### src/shr4_pkg.sv
// shared constants for the four-bit bidirectional universal shift register
package shr4_pkg;
	// ============================================================
	// geometry
	localparam int STAGES = 4;
	// ============================================================
	// mode select codes, written as {modeSelectHi, modeSelectLo}
	localparam logic [1:0] MODE_HOLD = 2'h0;
	localparam logic [1:0] MODE_RIGHT = 2'h1;
	localparam logic [1:0] MODE_LEFT = 2'h2;
	localparam logic [1:0] MODE_LOAD = 2'h3;
	// ============================================================
	// clear synchroniser values, at clear and once released
	localparam logic [1:0] CLR_SYNC_RESET = 2'h0;
	localparam logic [1:0] CLR_SYNC_RELEASED = 2'h3;
	// ============================================================
	// cycles from clear release until clocked operation resumes
	localparam int CLR_RELEASE_CYCLES = 2;
endpackage

### src/shr4_shift_reg.sv
// four-bit bidirectional universal shift register with direct clear
`timescale 1ns/1ns
module shr4_shift_reg #(
	parameter int WIDTH = shr4_pkg::STAGES
) (
	input wire logic clk, // system clock, 100 MHz
	input wire logic rst, // synchronous reset, active high
	input wire logic clearN, // direct clear, active low, asynchronous
	input wire logic modeSelectLo, // mode select, low bit
	input wire logic modeSelectHi, // mode select, high bit
	input wire logic serRight, // serial data entering the first stage on right shift
	input wire logic serLeft, // serial data entering the last stage on left shift
	input wire logic [WIDTH-1:0] parIn, // parallel data, bit 0 is the first stage
	output logic [WIDTH-1:0] parOut // stored state, bit 0 is the first stage
);

	// ============================================================
	// clear release synchroniser
	// assertion of clear is immediate; only its release is retimed, so the
	// register never leaves clear on a partial edge. costs two idle cycles.
	logic [1:0] clrSync_q;

	always_ff @(posedge clk or negedge clearN) begin
		if (!clearN) begin
			clrSync_q <= shr4_pkg::CLR_SYNC_RESET;
		end else begin
			clrSync_q <= {clrSync_q[0], 1'h1};
		end
	end

	wire logic runOk;
	assign runOk = clrSync_q[1];

	// ============================================================
	// mode decode
	wire logic [1:0] modeSel;
	wire logic isLoad;
	wire logic isRight;
	wire logic isLeft;
	wire logic isHold;
	assign modeSel = {modeSelectHi, modeSelectLo};
	assign isLoad = (modeSel == shr4_pkg::MODE_LOAD);
	assign isRight = (modeSel == shr4_pkg::MODE_RIGHT);
	assign isLeft = (modeSel == shr4_pkg::MODE_LEFT);
	assign isHold = (modeSel == shr4_pkg::MODE_HOLD);

	// ============================================================
	// per-stage next value
	logic [WIDTH-1:0] state_q;
	wire logic [WIDTH-1:0] state_d;
	wire logic [WIDTH-1:0] fromLow;
	wire logic [WIDTH-1:0] fromHigh;

	// neighbour feeding each stage on a right and on a left shift
	assign fromLow = {state_q[WIDTH-2:0], serRight};
	assign fromHigh = {serLeft, state_q[WIDTH-1:1]};

	genvar gi;
	generate
		for (gi = 0; gi < WIDTH; gi++) begin : g_stage
			// serial inputs reach a stage only through the shift terms
			assign state_d[gi] = isLoad ? parIn[gi] :
				isRight ? fromLow[gi] :
				isLeft ? fromHigh[gi] :
				state_q[gi];
		end
	endgenerate

	// ============================================================
	// state register
	always_ff @(posedge clk or negedge clearN) begin
		if (!clearN) begin
			state_q <= '0;
		end else if (rst || !runOk) begin
			state_q <= '0;
		end else begin
			state_q <= state_d;
		end
	end

	assign parOut = state_q;

	// ============================================================
	// assertions
	// helper: clear fell since the last edge, seen at the next edge
	logic clrSeen_q;
	always_ff @(posedge clk or negedge clearN) begin
		if (!clearN) begin
			clrSeen_q <= 1'h1;
		end else begin
			clrSeen_q <= 1'h0;
		end
	end

	// stepOk marks the edges at which a mode really applies; every other edge
	// forces zero, so the mode checks below stay quiet there
	wire logic stepOk;
	assign stepOk = runOk && !rst && !clrSeen_q;

	parallel_load_a: assert property (@(posedge clk) disable iff (!clearN)
		stepOk && isLoad |=> parOut == $past(parIn))
		else $error("parallel load did not capture parallel inputs");

	load_ignores_serial_a: assert property (@(posedge clk) disable iff (!clearN)
		stepOk && isLoad && serRight && serLeft |=> parOut == $past(parIn))
		else $error("serial data leaked into a parallel load");

	// each serial input set against its end stage, so any leak shows
	load_blocks_right_a: assert property (@(posedge clk) disable iff (!clearN)
		stepOk && isLoad && (serRight != parIn[0]) |=> parOut[0] == $past(parIn[0]))
		else $error("right serial input reached the first stage during a load");

	load_blocks_left_a: assert property (@(posedge clk) disable iff (!clearN)
		stepOk && isLoad && (serLeft != parIn[WIDTH-1])
			|=> parOut[WIDTH-1] == $past(parIn[WIDTH-1]))
		else $error("left serial input reached the last stage during a load");

	shift_right_a: assert property (@(posedge clk) disable iff (!clearN)
		stepOk && isRight |=> parOut[WIDTH-1:1] == $past(parOut[WIDTH-2:0]))
		else $error("right shift did not move bits toward the last stage");

	right_serial_a: assert property (@(posedge clk) disable iff (!clearN)
		stepOk && isRight |=> parOut[0] == $past(serRight))
		else $error("right serial input did not enter the first stage");

	shift_left_a: assert property (@(posedge clk) disable iff (!clearN)
		stepOk && isLeft |=> parOut[WIDTH-2:0] == $past(parOut[WIDTH-1:1])
			&& parOut[WIDTH-1] == $past(serLeft))
		else $error("left shift wrong or left serial input not in last stage");

	left_serial_a: assert property (@(posedge clk) disable iff (!clearN)
		stepOk && isLeft |=> parOut[WIDTH-1] == $past(serLeft))
		else $error("left serial input did not enter the last stage");

	hold_mode_a: assert property (@(posedge clk) disable iff (!clearN)
		stepOk && isHold |=> $stable(parOut))
		else $error("hold mode changed the stored bits");

	// parallel data moving under hold must not reach the stages
	hold_ignores_data_a: assert property (@(posedge clk) disable iff (!clearN)
		stepOk && isHold && $changed(parIn) |=> $stable(parOut))
		else $error("parallel data changed the stored bits in hold mode");

	hold_run_a: assert property (@(posedge clk) disable iff (!clearN)
		stepOk && isHold ##1 stepOk && isHold |=> parOut == $past(parOut, 2))
		else $error("state drifted across two held edges");

	clear_forces_a: assert property (@(posedge clk)
		!clearN |-> parOut == '0)
		else $error("outputs not low while clear is asserted");

	// clear sampled low at an edge must win over whatever mode that edge carries
	clear_beats_clock_a: assert property (@(posedge clk)
		!clearN |=> parOut == '0)
		else $error("a clock edge overrode an asserted clear");

	clear_release_a: assert property (@(posedge clk) disable iff (!clearN)
		clrSeen_q |-> parOut == '0 ##1 parOut == '0 ##1 parOut == '0)
		else $error("state left zero before clear release settled");

	// release is retimed: two dead edges, then the third edge applies a mode
	release_delay_a: assert property (@(posedge clk) disable iff (!clearN)
		clrSeen_q |-> !runOk ##1 !runOk ##1 runOk)
		else $error("clear release did not take exactly two dead edges");

	settling_zero_a: assert property (@(posedge clk) disable iff (!clearN)
		!runOk |=> parOut == '0)
		else $error("state moved while clear release was still settling");

	resume_after_a: assert property (@(posedge clk) disable iff (!clearN)
		clrSeen_q ##2 (!rst && isLoad) |=> parOut == $past(parIn))
		else $error("clocked operation did not resume after clear release");

	sync_reset_a: assert property (@(posedge clk) disable iff (!clearN)
		rst |=> parOut == '0)
		else $error("synchronous reset did not zero the state");

	// ============================================================
	// per-stage checks, so a failure names the stage that went wrong
	// redundant with the whole-word checks above on purpose
	genvar gc;
	generate
		for (gc = 0; gc < WIDTH; gc++) begin : g_load_chk
			load_stage_a: assert property (@(posedge clk) disable iff (!clearN)
				stepOk && isLoad |=> parOut[gc] == $past(parIn[gc]))
				else $error("a stage did not take its own parallel input");
		end
		for (gc = 1; gc < WIDTH; gc++) begin : g_link_chk
			right_link_a: assert property (@(posedge clk) disable iff (!clearN)
				stepOk && isRight |=> parOut[gc] == $past(parOut[gc-1]))
				else $error("a stage missed its neighbour on a right shift");

			left_link_a: assert property (@(posedge clk) disable iff (!clearN)
				stepOk && isLeft |=> parOut[gc-1] == $past(parOut[gc]))
				else $error("a stage missed its neighbour on a left shift");
		end
	endgenerate

	// ============================================================
	// covers
	load_then_right_c: cover property (@(posedge clk) disable iff (!clearN)
		stepOk && isLoad ##1 stepOk && isRight);

	left_run_c: cover property (@(posedge clk) disable iff (!clearN)
		(stepOk && isLeft)[*4]);

	hold_after_load_c: cover property (@(posedge clk) disable iff (!clearN)
		stepOk && isLoad ##1 (stepOk && isHold)[*3]);

	clear_mid_run_c: cover property (@(posedge clk)
		stepOk && isRight ##1 !clearN);

	release_load_c: cover property (@(posedge clk) disable iff (!clearN)
		clrSeen_q ##2 (runOk && isLoad));
endmodule

### config.mk
export PLATFORM = sky130hd
export DESIGN_NAME = shr4_shift_reg
export DESIGN_NICKNAME = d
export VERILOG_FILES = /design/src/shr4_pkg.sv /design/src/shr4_shift_reg.sv
export SDC_FILE = /design/constraint.sdc
export NUM_CORES = 1
export LEC_CHECK = 0
export BUFFER_PORTS_ARGS = -buffer_cell sky130_fd_sc_hd__buf_4
export CAP_MARGIN = 20
export CORE_AREA = 2 2 39 41
export CTS_CLUSTER_DIAMETER = 100
export DETAILED_ROUTE_END_ITERATION = 6
export DIE_AREA = 0 0 41 43
export GPL_TIMING_DRIVEN = 0
export PLACE_DENSITY_LB_ADDON = 0.1
export SYNTH_ARGS = -nofsm -noshare
export SYNTH_HDL_FRONTEND = slang
export SYNTH_SLANG_ARGS = --single-unit
### constraint.sdc
create_clock -name clk -period 0.9 [get_ports clk]
set_input_delay 0.045 -clock clk [delete_from_list [all_inputs] [get_ports clk]]
set_output_delay 0.045 -clock clk [all_outputs]
set_load 0.01 [all_outputs]
# [After elaboration in Yosys (flattened, before gate mapping)]
# Cells that the tools add are included.
[totals] in_bits=11 output_inout_bits=4 word_cells=21 register_bits=6
[op_classes] reduce_logical=3 mux=13 n_eq_ne=3
[op_table] operator="$mux W1" n=12
[op_table] operator="$eq A2 B2 Y1 const B" n=2
[op_table] operator="$mux W4" n=1
[op_table] operator="$reduce_bool A4 Y1" n=1
[op_table] operator="$eq A2 B1 Y1 const B" n=1
[op_table] operator="$logic_not A1 Y1" n=1
[op_table] operator="$logic_or A1 B1 Y1" n=1

# [Depth between registers and ports, before layout]
# Gate-level depths: netlist (run 1).
[logic_depth] word_depth=5 mapped_depth=3 ltp_nobuf=2

# [Worst setup path after synthesis (run 1)]
# No wires, ideal clock.
[synth_timing] path_type="register -> register" from="register clrSync_q[1]" to="register state_q[2] (netlist: parOut[2])" synth_period_minus_slack_ns=0.913 required_ns=0.818 stages_incl_launch_ff=3 setup_time_ns=0.082 path_slack_ns=-0.013 path_buffers=0 arrival_time_ns=0.831 path_cell_list="dfrtp_1 or3b_4 o22ai_1"
[synth_via] elab_chain_len=3 elab_cells_between_ends=4 cone_classes="1 x mux; 3 x reduce/logical"
[synth_rtl] item="start, declared" line_no="shr4_shift_reg.sv:21" rtl="logic [1:0] clrSync_q;"
[synth_rtl] item="start signal, assigned" line_no="shr4_shift_reg.sv:25" rtl="clrSync_q <= shr4_pkg::CLR_SYNC_RESET;"
[synth_rtl] item="start signal, assigned" line_no="shr4_shift_reg.sv:27" rtl="clrSync_q <= {clrSync_q[0], 1'h1};"
[synth_rtl] item="$logic_not A1 Y1 *" line_no="shr4_shift_reg.sv:74" rtl="end else if (rst || !runOk) begin"
[synth_rtl] item="$logic_or A1 B1 Y1 *" line_no="shr4_shift_reg.sv:74"
[synth_rtl] item="$reduce_bool A4 Y1 (no line) or $mux W4 (tied branches)"
[synth_rtl] item="end signal, assigned" line_no="shr4_shift_reg.sv:77" rtl="state_q <= state_d;"
[synth_rtl] item="end, declared" line_no="shr4_shift_reg.sv:49" rtl="logic [WIDTH-1:0] state_q;"
# Every way passes the cells marked *; elsewhere a longest branch is shown, timed or not.
# A chain may end at the register's enable or synchronous reset.

# [Worst setup path after layout (run 1)]
[layout_timing] from="register clrSync_q[1]" to="register state_q[1] (netlist: parOut[1])"
# Same word-level chain as after synthesis.

==> out/qor.yml, run 1 <==
cts:
  cts_buffers: 3
  cts-root-buf: "clkbuf_4"
  h-tree-depth: 1
  post_cts_buffers: 0
  clkSinkCount: 6
  clk_pin_slew_ns: 0.04
  cts_tree: "yes"
  cts.path.max_buffers: 2
  clock_latency_ns: 0.23
global_route:
  grt_overflow: 0
  grt_pass1_wl_um: 869
  grtUsageTotal: 0.0769
  antenna_found_initial: 0
  grt_max_degree: 9
  grt_pass1_vias: 237
pwr:
  sw_frac_of_total: 0.205
  p_sw_uw: 125
  seq_power_share: 0.468
  power.share.combinational: 0.152
  leakage_uw: 0.000221
  internal-power_uw: 488
  peakVddDrop_mv: 0.567
  powerDensity_nw_per_um2: 1400
  p_clk_frac: 0.380
place:
  port_buffers: 13
  hpwlAfterDp_um: 509
  place_ws_ns: -0.0700
  dpl-instance-area_um2: 400
  gp_congestion: 0.573
critical_path:
  crit_chain: "or3b_4 -> o22ai_1"
  reg2regPathDepth: 2
  cp_max_fo: 4
  slowest_stage: "or3b_4"
  worstPathArrival_ns: 1.11
  cp-end-kind: "flip-flop"
  r2r-end: "parOut[1]"
  max_stage_delay_ns: 0.40
  criticalPathCategory: "flip-flop to flip-flop"
  start_kind: "flip-flop"
  worst_ep_required_time_ns: 1.05
  timing.rr.start: "clrSync_q[1]"
  reg2reg_slack_ns: -0.06
drt:
  drc: 0
  first_iter_violations: 0
  vias_per_cell: 4.13
  firstDrtPassIters: 1
  vias: 227
  drt.antenna.violating_nets: 0
  wl_per_cell_um: 10.9
  wirelength_um: 598
min_path:
  worstHoldPathCells: 3
  min_to: "parOut[2]"
  hp-start: "parIn[2]"
  worst_hold_path_type: "primary input to flip-flop"
outcome:
  violations: "negative setup slack"
  status: "complete, but fails checks"
yosys:
  synth_fp_nets: 33
  syn_area_um2: 283
  ys_seq_area_frac: 0.531
  avgSynthCellArea_um2: 12.9
  synth_seq_cells: 6
  postSynthCellCount: 22
  yosysUniqueCellTypes: 7
  synth_warnings: 0
final_layout:
  syn_to_final_growth_pct: 55.3
  nets: 52
  final_cell_area_um2: 439
  fillCellCount: 155
  drive_gt1_frac: 0.487
  antenna_cells: 0
sta:
  fmax_mhz: 1040
  setup_ws_ns: -0.0626
  hold_viol_final: 0
  setup_viol: 4
  skew_ns: 0.000632
  period_minus_slack_ns: 0.963
  rsz0062_at_grt: "true"
  finalCritPeriodShare: 1.07
  report.final.slew_viol_count: 0
floorplanning:
  rows: 14
  die_width_um: 41
  fp.dieH_um: 43
  dieArea_um2: 1760
  core_area_um2: 1380
  ios: 15
  start_util: 0.204
run:
  drv_cap: 0
==> state kept, by name, indices dropped and copies added, names as in the netlist <==
register,cells
parOut,4
clrSync_q,2
==> Yosys cell counts, drive strengths merged <==
library cell / count / area share
mux2i: 8 / 0.28
dfrtp: 6 / 0.53
o22ai: 4 / 0.088
buf: 1 / 0.018
conb: 1 / 0.013
nand3b: 1 / 0.027
or3b: 1 / 0.040
==> worst max-delay path: cells and delay by family, from the launching register on <==
| kind | cells | cell delay, ns |
|---|---|---|
| AOI/OAI and AO/OA | 1 | 0.14 |
| and+or+nand+nor | 1 | 0.40 |
| DFF | 1 | 0.33 |
==> power by group through the flow <==
stage / registers, uW / clock network (uW) / logic [uW]
floorplan: 292 / 0 / 37.3
global placement: 291 / 0 / 87.4
detailed placement: 291 / 0 / 89.2
CTS: 287 / 251 / 95.0
global route: 288 / 248 / 100
finish: 287 / 233 / 93.0
==> per-stage QoR <==
step / hold slack [ns] / utilization / std cells / setup TNS, ns / power, uW
after global placement: -0.145 / 0.289 / 51 / -0.228 / 378
after CTS: 0.0888 / 0.317 / 55 / -0.243 / 633
after detailed placement: -0.144 / 0.289 / 51 / -0.195 / 380
after floorplan: -0.251 / - / 22 / -0.0132 / 330
after global routing: 0.115 / 0.317 / 55 / -0.338 / 636
final: 0.0941 / 0.317 / 55 / -0.205 / 613
==> worst max path at each step <==
| stage | from | end | cells after the start |
|---|---|---|---|
| 6_report | clrSync_q[1] | parOut[1] | 2 |
| 5_1_grt | clrSync_q[1] | parOut[1] | 2 |
| 4_1_cts | clrSync_q[1] | parOut[0] | 2 |
| 3_5_place_dp | clrSync_q[1] | parOut[2] | 2 |
| 3_3_place_gp | clrSync_q[1] | parOut[2] | 2 |
| 2_1_floorplan | clrSync_q[1] | parOut[2] | 2 |
==> layout make-up <==
type	instances	area, um^2	share of cell area
well taps	16	20.0	0.0456
multi-input cells	15	134	0.305
clock buffers	3	22.5	0.0513
repair buffers	14	108	0.245
flip-flops and latches	6	150	0.342
plain buffers	1	5.00	0.0114
==> per-layer routing <==
layer / GRT usage / wire, um / up-vias
li1: - / - / 115
met3: 0.0157 / 35 / 0
met1: 0.0825 / 247 / 104
met2: 0.113 / 316 / 8
met5: 0 / 0 / -
met4: 0.0800 / 0 / 0
==> cells by family (layout without fill, tap and decap cells) <==
group | Yosys count | in the layout | synth area share
flops | 6 | 6 | 0.531
simple gates | 2 | 2 | 0.0664
compound gates | 4 | 4 | 0.0885
other cells | 1 | 1 | 0.0133
buf+inv | 1 | 18 | 0.0177
mux | 8 | 8 | 0.283
==> repair_timing <==
action	in CTS	in global routing
setup endpoints to repair	4	4
gates resized for setup	1	0
hold endpoints to repair	6	0
hold buffers	1	0
==> cell usage in the layout (no fill, tap or decap), drive strengths merged <==
cell type    count
clkbuf           3
mux2i            8
buf             14
nand3b           1
dlygate4sd3      1
o22ai            4
or3b             1
conb             1
dfrtp            6
No activity file was read; power rests on OpenSTA's default activity.
==> run 2: changes to the inputs <==
Settings changed: ABC_AREA set to 1.
==> run 2 against run 1 <==
The flow now finishes without violations. Non-clock buffer count is the same. Synthesized cell count grew 91%. Critical path depth shrank 1. Sequential share of layout area shrank 3.3 points. Maximum frequency grew 15%. Hold slack gained 0.046 ns. Combinational power grew 15%. Power grew 1.9%. Wire length grew 20%. First-iteration DRC count grew 2. Global-route usage grew 2.7 points. Synthesized area grew 18%. Highest routed layer unchanged.
==> out/qor.yml, run 2 <==
pwr:
  total_power_uw: 624
  powerDensity_nw_per_um2: 1290
  peakVddDrop_mv: 0.552
  leakage_uw: 0.000262
cts:
  cts_tree: "yes"
  cts_buffers: 3
  clk_pin_slew_ns: 0.04
  clock_latency_ns: 0.23
  post_cts_buffers: 0
  cts-root-buf: "clkbuf_4"
  clkSinkCount: 6
  h-tree-depth: 1
  cts.path.max_buffers: 2
critical_path:
  criticalPathCategory: "flip-flop to output pin"
  cp_num_buf_inv: 1
  start_kind: "flip-flop"
  worst_ep_required_time_ns: 0.85
  slowest_stage: "dfrtp_1"
  worstPathArrival_ns: 0.79
  max_stage_delay_ns: 0.40
  cp-end-kind: "output pin"
  crit_chain: "buf_4"
  cp_max_fo: 4
  cp_top_family: "flip-flops"
global_route:
  grt_overflow: 0
  grt_pass1_vias: 306
  grtUsageTotal: 0.104
  grt_max_degree: 10
  antenna_found_initial: 0
  grt_pass1_wl_um: 1180
final_layout:
  drive_gt1_frac: 0.356
  final_common_cell: "buf_4"
  mostFrequentLayoutCells: "buf_4, nand3_1, nand2_1"
  syn_to_final_growth_pct: 45.9
  largest_reg_flops: 4
  antenna_cells: 0
  fin_cells: 75
  nets: 72
drt:
  firstDrtPassIters: 4
  drt.antenna.violating_nets: 0
  vias: 325
  wirelength_um: 716
  vias_per_cell: 4.33
  first_iter_violations: 2
  wl_per_cell_um: 9.55
  drc: 0
yosys:
  synth_fp_nets: 53
  synth_seq_cells: 6
  avgSynthCellArea_um2: 7.92
  yosysMostFrequentCell: "nand2_1"
  yosysTopAreaCell: "dfrtp_1"
  synth_warnings: 0
  syn_area_um2: 333
  yosysUniqueCellTypes: 10
  synth_edf_count: 0
  synth_top_area_frac: 0.451
  postSynthCellCount: 42
  synth_commonest_cells: "nand2_1, nand3_1, dfrtp_1, nand4_1, inv_1"
  synth_flop_cell: "dfrtp_1"
  ys_seq_area_frac: 0.451
  synth_area_leaders: "dfrtp_1, nand3_1, nand2_1"
  synthArstFlopShare: 1.00
floorplanning:
  dieArea_um2: 1760
  start_util: 0.241
  ios: 15
  die_width_um: 41
  core_area_um2: 1380
  rows: 14
  fp.dieH_um: 43
place:
  hpwlAfterDp_um: 566
  dp_cells: 71
  gp_congestion: 0.603
  port_buffers: 13
sta:
  setup_viol: 0
  hold_viol_final: 0
  rsz0062_at_grt: "false"
  finalCritPeriodShare: 0.928
  period_minus_slack_ns: 0.836
  skew_ns: 0.00146
  report.final.slew_viol_count: 0
  fin_tns_setup_ns: 0
  fmax_mhz: 1200
outcome:
  status: "finished clean"
run:
  drv_cap: 0
min_path:
  worst_hold_path_type: "primary input to flip-flop"
==> run 2: cell types whose count changed after synthesis, moves of 2 or more <==
cell     previous run  this run
nand4_1             0         4
o22ai_1             4         0
nand3_1             0        12
mux2i_1             8         0
inv_1               0         2
nand2_1             0        13
==> run 2: tightest hold or removal path: stages <==
cell     delay (ns)
buf_4          0.08
nand2_1        0.04
nand3_1        0.07
nand2_1        0.05
nand2_1        0.05
==> run 2: layer usage <==
metal  share of wire  routed length (um)  global-route usage
met2            0.49                 352               0.150
met4               0                   0               0.100
met1            0.44                 315               0.123
met3           0.066                  47              0.0157
met5               0                   0                   0
==> run 2: path summary, 6_finish.rpt <==
path | end | startpoint | slack, ns | cells after the start
max | parOut[1] | parOut[1] | 0.06 | 1
min | parOut[3] | serLeft | 0.14 | 5
max reg2reg | parOut[3] | clrSync_q[1] | 0.11 | 4
min reg2reg | clrSync_q[1] | clrSync_q[0] | 0.35 | 0
max in group asynchronous | parOut[0] | clearN | 0.64 | 2
min in group asynchronous | parOut[2] | clearN | 0.15 | 2
==> run 2: repair_timing <==
item / 4_1_cts / 5_1_grt
endpoints found under the setup margin: 0 / 3
endpoints found under the hold margin: 6 / 0
hold buffers: 1 / 0
gates resized for setup: 0 / 1
==> run 2: cell type report <==
type                       count  area, um^2
multi-input combinational     31         156
sequential                     6         150
tap                           16        20.0
buffer                         1        11.3
clock buffer                   3        22.5
timing repair buffer          14         108
inverter                       4        17.5
fill                         157         898
==> run 2: kinds of logic (layout without fill, tap and decap cells) <==
logic type | after synthesis | after routing | synth area share
DFF | 6 | 6 | 0.451
other | 1 | 1 | 0.0113
and+or+nand+nor | 29 | 29 | 0.402
buffers and inverters | 5 | 22 | 0.0865
AOI/OAI and AO/OA | 1 | 1 | 0.0489
==> run 2: stage by stage <==
step / cell area [um^2] / setup WS, ns / hold slack [ns] / util
final: 485 / 0.0645 / 0.140 / 0.351
after global routing: 485 / 0.0241 / 0.151 / 0.351
after CTS: 483 / 0.0501 / 0.135 / 0.349
after detailed placement: 450 / 0.0683 / -0.144 / 0.325
after global placement: 450 / 0.0746 / -0.144 / 0.325
after floorplan: 333 / 0.134 / -0.251 / -
==> run 2: report_power, final <==
| part | internal, uW | total (uW) | leakage, uW | switching (uW) |
|---|---|---|---|---|
| Sequential | 280 | 286 | 0.0000785 | 5.57 |
| Clock | 150 | 232 | 0.0000138 | 82.0 |
| Combinational | 53.4 | 107 | 0.000169 | 53.4 |
| Total | 484 | 624 | 0.000262 | 141 |
==> run 3: changes to the inputs <==
Settings changed: CELL_PAD_IN_SITES_DETAIL_PLACEMENT set to 0, CELL_PAD_IN_SITES_GLOBAL_PLACEMENT set to 2, CORE_AREA 2 2 39 41 to unset, CORE_MARGIN set to 2, CORE_UTILIZATION set to 20, DIE_AREA 0 0 41 43 to unset.
==> run 3 against run 2 <==
Sequential power hardly changed. Non-clock buffer count unchanged. First-iteration DRC count unchanged. Global-route usage fell by 1.3 points. Maximum frequency fell by 2.8%. Critical path depth stayed put. Sequential cell count stayed put. Clock-buffer cell count unchanged. Setup slack got worse by 0.024 ns. Hold slack worse by 0.0063 ns. Final cell count is the same. Largest cell class unchanged. Highest routed layer is now met4.
==> out/qor.yml, run 3 (synthesis results as in run 2) <==
critical_path:
  criticalPathCategory: "flip-flop to output pin"
  cp_top_family: "flip-flops"
  cp_max_fo: 4
  cp-end-kind: "output pin"
  worst_ep_required_time_ns: 0.85
  timing.rr.start: "clrSync_q[1]"
  cp_num_buf_inv: 1
  slowest_stage: "dfrtp_1"
  max_stage_delay_ns: 0.41
  start_kind: "flip-flop"
  r2r-end: "parOut[0]"
  reg2reg_slack_ns: 0.09
  reg2regPathDepth: 4
  cp.depth: 1
  worstPathArrival_ns: 0.81
  crit_chain: "buf_4"
cts:
  cts.path.max_buffers: 2
  holdBufCountCts: 1
  clk_pin_slew_ns: 0.04
  clock_latency_ns: 0.24
  cts_resized: 0
  post_cts_buffers: 0
  cts_buffers: 3
  cts-root-buf: "clkbuf_4"
  clkSinkCount: 6
  h-tree-depth: 1
  cts_tree: "yes"
outcome:
  status: "finished clean"
floorplanning:
  fp.dieH_um: 44.8
  rows: 14
  core_area_um2: 1540
  start_util: 0.216
  ios: 15
  dieArea_um2: 2010
  die_width_um: 44.8
pwr:
  seq_power_share: 0.458
  leakage_uw: 0.000261
  peakVddDrop_mv: 0.552
  internal-power_uw: 483
  p_clk_frac: 0.373
  power.share.combinational: 0.170
  powerDensity_nw_per_um2: 1290
  total_power_uw: 625
  sw_frac_of_total: 0.228
  p_sw_uw: 142
min_path:
  hp-start: "serLeft"
  min_to: "parOut[3]"
  worst_hold_path_type: "primary input to flip-flop"
  worstHoldPathCells: 5
final_layout:
  fillCellCount: 170
  largest_reg_flops: 4
  drive_gt1_frac: 0.339
  mostFrequentLayoutCells: "nand2_1, buf_4, nand3_1"
  antenna_cells: 0
  syn_to_final_growth_pct: 45.1
  nets: 72
run:
  drv_cap: 0
drt:
  wl_per_cell_um: 10.3
  vias: 335
  firstDrtPassIters: 3
  first_iter_violations: 2
  drc: 0
  vias_per_cell: 4.47
  wirelength_um: 770
  drt.antenna.violating_nets: 0
sta:
  fin_tns_setup_ns: 0
  rsz0062_at_grt: "false"
  period_minus_slack_ns: 0.860
  finalCritPeriodShare: 0.955
  hold_viol_final: 0
  report.final.slew_viol_count: 0
  fmax_mhz: 1160
  setup_viol: 0
  skew_ns: 0.0000393
global_route:
  grt_pass1_wl_um: 1310
  antenna_found_initial: 0
  grt_max_degree: 10
  grt_overflow: 0
  grt_pass1_vias: 329
  grtUsageTotal: 0.0917
place:
  hpwlAfterDp_um: 622
  port_buffers: 13
  gp_congestion: 0.708
[run 3: changes by cell type in the layout (fill, tap and decap cells not counted)]
cell     delta
nand2_1     +1
nand2_2     -1
[run 3: power by group through the flow]
stage	logic, uW	clock network [uW]	registers [uW]
2_1_floorplan	48.5	0	291
3_3_place_gp	104	0	289
3_5_place_dp	104	0	290
4_1_cts	108	247	286
5_1_grt	119	273	286
6_report	106	233	286
[run 3: how the worst max path moves through the flow]
stage	slack, ns	from	end
final	0.04	parOut[2]	parOut[2]
after global routing	0.006	parOut[2]	parOut[2]
after CTS	0.03	parOut[1]	parOut[1]
after detailed placement	0.09	clrSync_q[1]	parOut[1]
after global placement	0.1	clrSync_q[1]	parOut[2]
after floorplan	0.13	parOut[1]	parOut[2]
[run 3: final cells by class]
| class | instances | area (um^2) | area share |
|---|---|---|---|
| tap | 16 | 20.0 | 0.0415 |
| timing repair buffer | 14 | 108 | 0.223 |
| multi-input combinational | 31 | 154 | 0.319 |
| clock buffer | 3 | 22.5 | 0.0466 |
| inverter | 4 | 17.5 | 0.0363 |
| sequential | 6 | 150 | 0.311 |
| buffer | 1 | 11.3 | 0.0233 |
[run 3: metal layers]
| metal | up-vias | global-route usage | wire length [um] | share of wire |
|---|---|---|---|---|
| met5 | - | 0 | 0 | 0 |
| met4 | 0 | 0.0706 | 15 | 0.019 |
| met3 | 2 | 0.0240 | 40 | 0.052 |
| met2 | 8 | 0.148 | 385 | 0.50 |
| met1 | 150 | 0.103 | 328 | 0.43 |
| li1 | 175 | - | - | - |
[run 3: stage by stage]
step	std cells	setup slack, ns	utilization	hold slack, ns	instance area [um^2]
finish	75	0.0404	0.313	0.134	483
global route	75	0.00604	0.313	0.134	483
CTS	75	0.0333	0.313	0.136	483
detailed placement	71	0.0859	0.292	-0.147	450
global placement	71	0.0952	0.292	-0.148	450
floorplan	42	0.134	-	-0.251	333
